**src/shared/zc_pkg.sv**
```systemverilog
// Package for the zero-cross detector logic: register map, field positions, reset values.
// Assumes a 32-bit Avalon-MM slave decoding byte addresses, one register every four bytes.
package zc_pkg;

    // Register byte addresses.
    localparam logic [3:0] ADDR_CONTROL = 4'h0;
    localparam logic [3:0] ADDR_STATUS = 4'h4;
    localparam logic [3:0] ADDR_IRQ_CLEAR = 4'h8;
    localparam logic [3:0] ADDR_IRQ_ENABLE = 4'hC;

    // Control register fields.
    localparam int CTL_SEN_BIT = 7;
    localparam int CTL_OUT_BIT = 5;
    localparam int CTL_POL_BIT = 4;
    localparam int CTL_RISE_BIT = 1;
    localparam int CTL_FALL_BIT = 0;

    // Status, clear and enable registers share one layout.
    localparam int IRQ_CROSS_BIT = 0;
    localparam int IRQ_GLOBAL_BIT = 1;
    localparam int IRQ_GLOBAL_LOW_BIT = 2;
    localparam int IRQ_WIDTH = 3;

    // Reset values.
    localparam logic [7:0] CONTROL_RESET = 8'h00;
    localparam logic [IRQ_WIDTH-1:0] IRQ_ENABLE_RESET = 3'h0;

    // Values held in the control register.
    typedef struct packed {
        logic software_detector_enable;
        logic output_polarity_invert;
        logic rising_edge_irq_enable;
        logic falling_edge_irq_enable;
    } control_s;

    // Event pulses from the edge detectors.
    typedef struct packed {
        logic rise;
        logic fall;
    } edge_s;

endpackage : zc_pkg

```
**src/hdl/zero_cross_event_logic.sv**
```systemverilog
// Digital side of a zero-cross detector with an Avalon-MM register slave.
// Assumes sink_active comes from the asynchronous analog front end and a single 125 MHz clock.
//
// Behaviour
// RQ1 - Sink active above reference, source below.
// RQ2 - Polarity clear: output high while sink active.
// RQ3 - Polarity set: output inverted, high means source.
// RQ4 - Edges detected after polarity inversion.
// RQ5 - Rising and falling detectors set crossing flag.
// RQ6 - Edge enables gate each detector independently.
// RQ7 - Interrupt needs peripheral, edge and global enables.
// RQ8 - Polarity change edge can set flag regardless.
// RQ9 - Flag stays set until software clears.
// RQ10 - Set wins over simultaneous software clear.
// RQ11 - Polarity-adjusted output offered to other modules.
// RQ12 - Fuse clear forces detector on, ignores enable.
// RQ13 - Logic keeps running unchanged during sleep.
// RQ14 - Control bits 7,5,4,1,0; bits 6,3,2 unused.
// RQ15 - Comparator decision synchronized through two flops.
// RQ16 - Edge pulse compares output with previous value.
//
// The placing of the registers and register access over Avalon-MM are this design's own decisions.
`timescale 1ns/100ps
`default_nettype none

module zero_cross_event_logic
    import zc_pkg::*;
(
    // Clock and reset.
    input wire logic clk,
    input wire logic nrst,
    // Avalon-MM slave.
    input wire logic [3:0] address,
    input wire logic read,
    input wire logic write,
    input wire logic [31:0] writedata,
    input wire logic [3:0] byteenable,
    output logic [31:0] readdata,
    output logic waitrequest,
    // Analog front end and configuration fuse.
    input wire logic sink_active,
    input wire logic detector_fuse_n,
    output logic detector_active,
    // Logic output to other modules and interrupt.
    output logic cross_out,
    output logic irq
);

    logic sync1_q;
    logic sync2_q;
    logic out_q;
    logic out_prev_q;
    logic detector_active_q;
    logic fuse_q;
    control_s ctl_q;
    logic [IRQ_WIDTH-1:0] status_q;
    logic [IRQ_WIDTH-1:0] irq_en_q;
    logic [31:0] readdata_q;
    logic ack_q;
    logic irq_q;
    logic out_d;
    logic enabled;
    logic access;
    logic wr_ok;
    edge_s edges;
    logic cross_set;
    logic [IRQ_WIDTH-1:0] clear_mask;
    logic fuse_meta_q;
    logic ctl_wr;
    logic en_wr;
    logic [31:0] read_mux;

    // Fuse strap is a pin: two flops before any logic reads it, never under reset.
    always_ff @(posedge clk)
    begin
        fuse_meta_q <= detector_fuse_n;
        fuse_q <= fuse_meta_q;
    end

    // A cleared fuse keeps the detector on whatever the software enable says.
    assign enabled = !fuse_q || ctl_q.software_detector_enable; // see RQ12

    always_ff @(posedge clk)
    begin
        if (!nrst)
        begin
            detector_active_q <= 1'b0;
        end
        else
        begin
            detector_active_q <= enabled; // see RQ12
        end
    end

    // The front end reports sink while the pin is above the reference; no clock gating,
    // so the chain runs the same in sleep.
    always_ff @(posedge clk)
    begin
        if (!nrst)
        begin
            sync1_q <= 1'b0;
        end
        else
        begin
            sync1_q <= sink_active; // see RQ1
        end
    end

    // Only this second stage reads the first one.
    always_ff @(posedge clk)
    begin
        if (!nrst)
        begin
            sync2_q <= 1'b0;
        end
        else
        begin
            sync2_q <= sync1_q; // see RQ15
        end
    end

    // Polarity applied before edge detection.
    assign out_d = sync2_q ^ ctl_q.output_polarity_invert; // see RQ2 see RQ3 see RQ4

    always_ff @(posedge clk)
    begin
        if (!nrst)
        begin
            out_q <= 1'b0;
        end
        else
        begin
            out_q <= out_d; // see RQ13
        end
    end

    // Previous output value; reset matches the idle output so no false edge follows reset.
    always_ff @(posedge clk)
    begin
        if (!nrst)
        begin
            out_prev_q <= 1'b0;
        end
        else
        begin
            out_prev_q <= out_q; // see RQ16
        end
    end

    // A polarity write flips out_q and so yields an edge even when disabled.
    assign edges.rise = out_q && !out_prev_q; // see RQ16 see RQ8
    assign edges.fall = !out_q && out_prev_q; // see RQ16
    assign cross_set = (edges.rise && ctl_q.rising_edge_irq_enable)
        || (edges.fall && ctl_q.falling_edge_irq_enable); // see RQ5 see RQ6

    // Bus access: answer one cycle after the request; a write lands at the answer edge.
    assign access = (read || write) && !ack_q;
    assign wr_ok = write && ack_q && byteenable[0];

    always_ff @(posedge clk)
    begin
        if (!nrst)
        begin
            ack_q <= 1'b0;
        end
        else
        begin
            ack_q <= access;
        end
    end

    always_ff @(posedge clk)
    begin
        if (!nrst)
        begin
            waitrequest <= 1'b1;
        end
        else
        begin
            waitrequest <= !access;
        end
    end

    assign ctl_wr = wr_ok && address == ADDR_CONTROL;

    always_ff @(posedge clk)
    begin
        if (!nrst)
        begin
            ctl_q.software_detector_enable <= CONTROL_RESET[CTL_SEN_BIT];
        end
        else if (ctl_wr)
        begin
            ctl_q.software_detector_enable <= writedata[CTL_SEN_BIT]; // see RQ14
        end
    end

    always_ff @(posedge clk)
    begin
        if (!nrst)
        begin
            ctl_q.output_polarity_invert <= CONTROL_RESET[CTL_POL_BIT];
        end
        else if (ctl_wr)
        begin
            ctl_q.output_polarity_invert <= writedata[CTL_POL_BIT];
        end
    end

    always_ff @(posedge clk)
    begin
        if (!nrst)
        begin
            ctl_q.rising_edge_irq_enable <= CONTROL_RESET[CTL_RISE_BIT];
        end
        else if (ctl_wr)
        begin
            ctl_q.rising_edge_irq_enable <= writedata[CTL_RISE_BIT];
        end
    end

    always_ff @(posedge clk)
    begin
        if (!nrst)
        begin
            ctl_q.falling_edge_irq_enable <= CONTROL_RESET[CTL_FALL_BIT];
        end
        else if (ctl_wr)
        begin
            ctl_q.falling_edge_irq_enable <= writedata[CTL_FALL_BIT];
        end
    end

    assign en_wr = wr_ok && address == ADDR_IRQ_ENABLE;

    always_ff @(posedge clk)
    begin
        if (!nrst)
        begin
            irq_en_q[IRQ_CROSS_BIT] <= IRQ_ENABLE_RESET[IRQ_CROSS_BIT];
        end
        else if (en_wr)
        begin
            irq_en_q[IRQ_CROSS_BIT] <= writedata[IRQ_CROSS_BIT];
        end
    end

    always_ff @(posedge clk)
    begin
        if (!nrst)
        begin
            irq_en_q[IRQ_GLOBAL_BIT] <= IRQ_ENABLE_RESET[IRQ_GLOBAL_BIT];
        end
        else if (en_wr)
        begin
            irq_en_q[IRQ_GLOBAL_BIT] <= writedata[IRQ_GLOBAL_BIT];
        end
    end

    always_ff @(posedge clk)
    begin
        if (!nrst)
        begin
            irq_en_q[IRQ_GLOBAL_LOW_BIT] <= IRQ_ENABLE_RESET[IRQ_GLOBAL_LOW_BIT];
        end
        else if (en_wr)
        begin
            irq_en_q[IRQ_GLOBAL_LOW_BIT] <= writedata[IRQ_GLOBAL_LOW_BIT];
        end
    end

    always_comb
    begin
        clear_mask = '0;
        if (wr_ok && address == ADDR_IRQ_CLEAR)
        begin
            clear_mask = writedata[IRQ_WIDTH-1:0];
        end
    end

    // Only software clears the flag, and a new edge wins over the clear.
    always_ff @(posedge clk)
    begin
        if (!nrst)
        begin
            status_q[IRQ_CROSS_BIT] <= 1'b0;
        end
        else
        begin
            status_q[IRQ_CROSS_BIT] <= cross_set
                || (status_q[IRQ_CROSS_BIT] && !clear_mask[IRQ_CROSS_BIT]); // see RQ9 see RQ10
        end
    end

    // Status bits 1 and 2 have no event behind them and read as zero.
    always_ff @(posedge clk)
    begin
        status_q[IRQ_GLOBAL_BIT] <= 1'b0;
        status_q[IRQ_GLOBAL_LOW_BIT] <= 1'b0;
    end

    // Cross enable, both global enables and a set flag are all needed.
    always_ff @(posedge clk)
    begin
        if (!nrst)
        begin
            irq_q <= 1'b0;
        end
        else
        begin
            irq_q <= status_q[IRQ_CROSS_BIT] && irq_en_q[IRQ_CROSS_BIT]
                && irq_en_q[IRQ_GLOBAL_BIT] && irq_en_q[IRQ_GLOBAL_LOW_BIT]; // see RQ7
        end
    end

    always_ff @(posedge clk)
    begin
        if (!nrst)
        begin
            readdata_q <= 32'h0000_0000;
        end
        else if (access && read)
        begin
            readdata_q <= read_mux;
        end
    end

    // Register read multiplexer; unmapped addresses read as zero.
    always_comb
    begin
        unique case (address)
            ADDR_CONTROL:
            begin
                read_mux = {24'h00_0000, ctl_q.software_detector_enable, 1'b0, out_q,
                    ctl_q.output_polarity_invert, 2'h0, ctl_q.rising_edge_irq_enable,
                    ctl_q.falling_edge_irq_enable}; // see RQ14
            end
            ADDR_STATUS:
            begin
                read_mux = {29'h0000_0000, status_q};
            end
            ADDR_IRQ_ENABLE:
            begin
                read_mux = {29'h0000_0000, irq_en_q};
            end
            default:
            begin
                read_mux = 32'h0000_0000;
            end
        endcase
    end

    assign readdata = readdata_q;
    assign cross_out = out_q; // see RQ11
    assign irq = irq_q;
    assign detector_active = detector_active_q;

endmodule : zero_cross_event_logic

`default_nettype wire

```
**config.mk**
```make
export PLATFORM = sky130hd
export DESIGN_NAME = zero_cross_event_logic
export DESIGN_NICKNAME = d
export VERILOG_FILES = /design/src/shared/zc_pkg.sv /design/src/hdl/zero_cross_event_logic.sv
export SDC_FILE = /design/constraint.sdc
export NUM_CORES = 1
export LEC_CHECK = 0
export BUFFER_PORTS_ARGS = -buffer_cell sky130_fd_sc_hd__buf_2
export CAP_MARGIN = 25
export CELL_PAD_IN_SITES_DETAIL_PLACEMENT = 0
export CELL_PAD_IN_SITES_GLOBAL_PLACEMENT = 2
export CORE_ASPECT_RATIO = 2
export CORE_MARGIN = 5
export CORE_UTILIZATION = 21
export DETAILED_ROUTE_END_ITERATION = 10
export PLACE_DENSITY_LB_ADDON = 0.1
export SYNTH_ARGS = -nofsm -noshare
export SYNTH_HDL_FRONTEND = slang
export SYNTH_SLANG_ARGS = --single-unit
export TNS_END_PERCENT = 5
```
**constraint.sdc**
```tcl
create_clock -name clk -period 1.19 [get_ports clk]
set_input_delay 0.119 -clock clk [delete_from_list [all_inputs] [get_ports clk]]
set_output_delay 0.119 -clock clk [all_outputs]
set_load 0.02 [all_outputs]
```
==> flow_summary.json, run 1 <==
{
  "io_buffers": 25,
  "cts_tree": "yes",
  "fin_crit_ns": 1.053,
  "post-route-period-util_pct": 88.45,
  "hold_ws_ns": 0.06173,
  "max_clock_freq_mhz": 950.0,
  "ys_seq_area_share_pct": 41.56,
  "final_area_mm2": 0.001356,
  "rr_worst_depth": 4,
  "endpoint_kind": "flip-flop",
  "async_reset_ff_share_pct": 0,
  "met3WireLength_um": 201,
  "final_cell_mix": "26 x conb_1, 25 x buf_2, 24 x dfxtp_1, 13 x nand3_1, 11 x a21boi_1",
  "routed_wl_um": 2855,
  "drive_above_1_share_pct": 26.42,
  "critPathLaunchType": "flip-flop",
  "skew_ns": 0.002688,
  "maxCapViolCount": 0,
  "n_fill_cell": 605,
  "firstDrtPassIters": 3,
  "nets": 207,
  "core-area_mm2": 0.005373,
  "grt_use_total_pct": 8.118,
  "finalNonFillerCells": 219,
  "hpwl_um": 2340,
  "reg2reg_slack_ns": 0.14,
  "critPathRequiredTime_ns": 1.39,
  "slew_violations": 0,
  "die_w_um": 62.47,
  "place_area_mm2": 0.001299,
  "antenna_cells": 0,
  "drt-vias-per-instance": 4.059,
  "syn_inst": 127,
  "final_core_util_pct": 25.24,
  "hold_viol_final": 0,
  "numPlacedInstances": 215,
  "overflow": 0,
  "cp.arrival_ns": 1.25,
  "whs_path_depth": 2,
  "wl_per_cell_um": 13.04,
  "critPathKind": "flip-flop to flip-flop",
  "clockBufferDepth": 2,
  "area_growth_pct": 17.32,
  "setup_violations": 0,
  "synthDistinctLibCells": 31,
  "start_util_pct": 21.52,
  "drt_iter0_markers": 22,
  "htree_levels": 1,
  "cts_num_sinks": 24,
  "synth.avg_cell_area_um2": 9.103,
  "total_power_mw": 1.505,
  "grt_max_degree": 14,
  "grt_setup_unrepaired": "no",
  "cts_made_buffers": 3,
  "vias": 889,
  "gp_congestion": 0.7523,
  "dp_slack_ns": 0.02735,
  "clock_latency_ns": 0.26,
  "largest_reg_flops": 6,
  "grt_pass1_wl_um": 4512,
  "num_rows": 38,
  "setup_tns_ns": 0,
  "p_leak_nw": 0.5921,
  "met2RoutedLength_um": 1469,
  "cts_root_buf": "clkbuf_8",
  "cp_max_fo": 5,
  "die_h_um": 114.9,
  "netlist_area_mm2": 0.001156,
  "antenna_found_initial": 0,
  "ant_nets": 0,
  "yosysWarnings": 0,
  "power.density_mw_per_mm2": 1109,
  "synth_edf_count": 0,
  "synth-seq-cells": 24,
  "routed.top_layer": "met4",
  "final_common_cell": "conb_1",
  "hp-class": "primary input to flip-flop",
  "path_clk_slew_ns": 0.08,
  "ys.flop_type": "dfxtp_1",
  "top_level_ports": 82,
  "grt_pass1_vias": 920,
  "die_area_mm2": 0.007179,
  "status": "finished clean",
  "fin_ws_ns": 0.1374,
  "drc": 0,
  "drt-met1-wl_um": 1123,
  "vdd.ir_drop.worst_uv": 524.4
}
[worst max-delay path, cell delays in order (launching register included)]
cell and delay, ns:
dfxtp_1 0.39, and3_2 0.27, buf_4 0.14, nand3_1 0.08, a21boi_1 0.12
[layout make-up]
class                   instances  area [µm²]  share of cell area (%)
multi-input cells              94       549.3                   40.50
well taps                      60       75.07                   5.535
flip-flops and latches         24       480.5                   35.42
clock buffers                   3       41.29                   3.044
repair buffers                 34       195.2                   14.39
inverters                       4       15.01                   1.107
[cell usage after synthesis (2+ instances only)]
cell type  count  share of area, %
nand2_1        7               2.3
dfxtp_1       24                42
clkbuf_1       3              0.97
o211ai_1       2               1.3
o21ai_0        4               1.7
a21boi_1      11               7.1
buf_4         26                17
nand3_1       14               6.1
nor2_1         2              0.65
a21boi_0       2               1.3
and3_1         2               1.1
o21ai_1        5               2.2
inv_1          4               1.3
and2_1         4               2.2
[logic make-up after synthesis]
logic type | synth area share (%)
compound gates | 16.23
other cells | 0.3244
buf+inv | 19.59
xor+xnor | 0.7577
mux | 0.9740
flops | 41.56
simple gates | 20.56
[worst paths after layout]
path	from	end
max	ack_q	ctl_q[2]
min	sink_active	sync1_q
max reg2reg	ack_q	ctl_q[2]
min reg2reg	fuse_meta_q	fuse_q
[per-layer routing]
layer | up-vias | global-route usage, %
li1 | 449 | -
met1 | 402 | 8.612
met2 | 34 | 14.06
met3 | 4 | 2.346
met4 | 0 | 4.816
met5 | - | 0
[timing repair]
item | in CTS | in global routing
hold endpoints to repair | 1 | 0
gates resized for setup | 0 | 2
hold buffers | 1 | 0
setup endpoints to repair | 0 | 1
buffers inserted | 0 | 0
[power breakdown]
group | internal, mW | total (mW) | switching [mW]
registers | 0.818 | 0.826 | 0.00762
clock network | 0.226 | 0.469 | 0.243
logic | 0.0619 | 0.210 | 0.148
total | 1.11 | 1.50 | 0.399
Power figures use the tool's default switching activity.
==> run 2: changes to the inputs <==
--- a/config.mk
+++ b/config.mk
@@ -5,13 +5,13 @@
 export SDC_FILE = /design/constraint.sdc
 export NUM_CORES = 1
 export LEC_CHECK = 0
+export ABC_AREA = 1
 export BUFFER_PORTS_ARGS = -buffer_cell sky130_fd_sc_hd__buf_2
 export CAP_MARGIN = 25
 export CELL_PAD_IN_SITES_DETAIL_PLACEMENT = 0
 export CELL_PAD_IN_SITES_GLOBAL_PLACEMENT = 2
-export CORE_ASPECT_RATIO = 2
 export CORE_MARGIN = 5
-export CORE_UTILIZATION = 21
+export CORE_UTILIZATION = 20
 export DETAILED_ROUTE_END_ITERATION = 10
 export PLACE_DENSITY_LB_ADDON = 0.1
 export SYNTH_ARGS = -nofsm -noshare
==> flow_summary.json, run 2 <==
{
  "overflow": 0,
  "synth-xor-area-share_pct": 0.7634,
  "cts_tree": "yes",
  "yosysMostFrequentCell": "buf_4",
  "p_leak_nw": 0.6420,
  "drt_iter0_markers": 23,
  "wl_per_cell_um": 10.48,
  "post-route-period-util_pct": 87.99,
  "synth_fa_ha_area_share_pct": 0,
  "synth-compound-area-share_pct": 11.67,
  "routed_wl_um": 2537,
  "async_reset_ff_share_pct": 0,
  "synth_top_family_by_area": "buffers and inverters",
  "endpoint_kind": "flip-flop",
  "numPlacedInstances": 237,
  "cts_root_buf": "clkbuf_8",
  "n_fill_cell": 638,
  "cts_num_sinks": 24,
  "htree_levels": 1,
  "skew_ns": 0.006947,
  "grt_pass1_vias": 879,
  "netlist_area_mm2": 0.001147,
  "die_w_um": 85.74,
  "num_rows": 27,
  "worst_path_max_delay_cell": "dfxtp_1",
  "switching_power_mw": 0.4371,
  "maxCapViolCount": 0,
  "cts_resized": 0,
  "ys.flop_type": "dfxtp_1",
  "fin_crit_ns": 1.047,
  "hold_viol_final": 0,
  "clock_latency_ns": 0.27,
  "slew_violations": 0,
  "die_area_mm2": 0.007351,
  "drc": 0,
  "power_frac_clock_pct": 35.0,
  "cp_max_fo": 4,
  "clockBufferDepth": 2,
  "top_level_ports": 82,
  "yosysWarnings": 0,
  "max_clock_freq_mhz": 955.0,
  "grt_pass1_wl_um": 4271,
  "io_buffers": 25,
  "critPathLaunchType": "flip-flop",
  "setup_violations": 0,
  "nets": 217,
  "synthTopCellsByArea": "dfxtp_1 42%, buf_4 17%, nand2_1 6.5%",
  "grt_use_total_pct": 7.289,
  "syn_inst": 141,
  "synth_edf_count": 0,
  "area_growth_pct": 15.81,
  "cts_made_buffers": 3,
  "crit_chain": "nand3_4 -> nor2_2 -> nand2_1 -> o21ai_1 -> a21oi_1",
  "start_util_pct": 20.71,
  "synth-simple-area-share_pct": 22.03,
  "grt_setup_unrepaired": "no",
  "die_h_um": 85.74,
  "cp.arrival_ns": 1.21,
  "setup_tns_ns": 0,
  "critical-path-max-stage-delay_ns": 0.38,
  "synth.avg_cell_area_um2": 8.137,
  "gp_congestion": 0.6493,
  "combPwrFrac_pct": 13.4,
  "p_int_mw": 1.171,
  "cts_setup_buffers": 0,
  "grt_max_degree": 14,
  "hp-class": "primary input to flip-flop",
  "yosysTopAreaCell": "dfxtp_1",
  "ant_nets": 0,
  "synth_common_cells": "26 x buf_4, 24 x dfxtp_1, 20 x nand2_1, 14 x inv_1, 11 x a21oi_1",
  "power.density_mw_per_mm2": 1210,
  "vias": 848,
  "drt-vias-per-instance": 3.504,
  "final_cell_mix": "26 x conb_1, 25 x buf_2, 24 x dfxtp_1, 20 x nand2_1, 14 x inv_1",
  "antenna_cells": 0,
  "synthDistinctLibCells": 22,
  "path_clk_slew_ns": 0.08,
  "drive_above_1_share_pct": 26.47,
  "core-area_mm2": 0.005540,
  "largest_reg_flops": 6,
  "critPathRequiredTime_ns": 1.35,
  "hpwl_um": 2086,
  "synthMuxAreaShare_pct": 0,
  "p_seq_share_pct": 51.7,
  "ys_seq_area_share_pct": 41.88,
  "synth-seq-cells": 24,
  "finalNonFillerCells": 242,
  "vdd.ir_drop.worst_uv": 576.4,
  "synth_top_area_share_pct": 41.88,
  "antenna_found_initial": 0,
  "firstDrtPassIters": 3,
  "final_common_cell": "conb_1",
  "critPathKind": "flip-flop to flip-flop",
  "status": "finished clean",
  "swShare_pct": 27.19
}
run 2: cell types whose count changed after synthesis, moves of 6 or more:
cell / delta
a21boi_1: -11
a21oi_1: +11
inv_1: +10
nand2_1: +13
nand3_1: -7
nor2_1: +6
run 2: critical path: cells and delay by family (launching register included):
kind | cells | cell delay (ns)
AOI/OAI and AO/OA | 2 | 0.18
and+or+nand+nor | 3 | 0.38
DFF | 1 | 0.38
run 2: path summary, 6_finish.rpt:
path | from | to | slack [ns] | cells past startpoint
worst max register to register | ack_q | ctl_q[3] | 0.14 | 5
worst max-delay path | ack_q | ctl_q[3] | 0.14 | 5
worst min register to register | fuse_meta_q | fuse_q | 0.34 | 0
worst min-delay path | sink_active | sync1_q | 0.04 | 3
run 2: logic make-up (layout without fill, tap and decap cells):
group                     after synthesis  in the layout
AOI/OAI and AO/OA                      23             23
buffers and inverters                  45             49
DFF                                    24             24
other                                   1             26
xor gates and xnor gates                1              1
and+or+nand+nor                        47             47
run 2: cell type report:
| cell class | count | area [µm²] | area share [%] |
|---|---|---|---|
| Tap cell | 72 | 90.09 | 6.780 |
| Clock buffer | 4 | 55.05 | 4.143 |
| Timing Repair Buffer | 27 | 142.6 | 10.73 |
| Multi-Input combinational cell | 97 | 493.0 | 37.10 |
| Sequential cell | 24 | 480.5 | 36.16 |
| Inverter | 18 | 67.56 | 5.085 |
run 2: power groups by stage:
stage          sequential [mW]  combinational (mW)  clock, mW
2_1_floorplan            0.858               0.205          0
3_3_place_gp             0.849               0.212          0
3_5_place_dp             0.849               0.212          0
4_1_cts                  0.831               0.215      0.585
5_1_grt                  0.834               0.236      0.620
6_report                 0.831               0.215      0.562
run 2: timing repair:
item,4_1_cts,5_1_grt
endpoints found under the hold margin,1,0
setup endpoints to repair,0,0
hold buffers,1,0
run 2: layer usage:
metal  vias up  global-route usage (%)  wire, µm
met2        29                   12.57      1222
met4         0                  0.8633         0
met5         -                       0         0
met3         0                   3.074       197
met1       367                   8.691      1117
li1        452                       -         -
run 2: per-stage QoR:
| step | worst slack [ns] | utilization, % | total power, mW | hold slack (ns) | cell area (µm²) |
|---|---|---|---|---|---|
| 4_1_cts | 0.1025 | 23.98 | 1.631 | 0.03129 | 1329 |
| 2_1_floorplan | 0.2410 | - | 1.064 | 0.1467 | 1241 |
| 3_5_place_dp | 0.1145 | 22.81 | 1.062 | 0.2242 | 1264 |
| 6_report | 0.1429 | 23.98 | 1.608 | 0.03567 | 1329 |
| 3_3_place_gp | 0.1481 | 22.81 | 1.061 | 0.2231 | 1264 |
| 5_1_grt | 0.05673 | 23.98 | 1.690 | 0.02515 | 1329 |
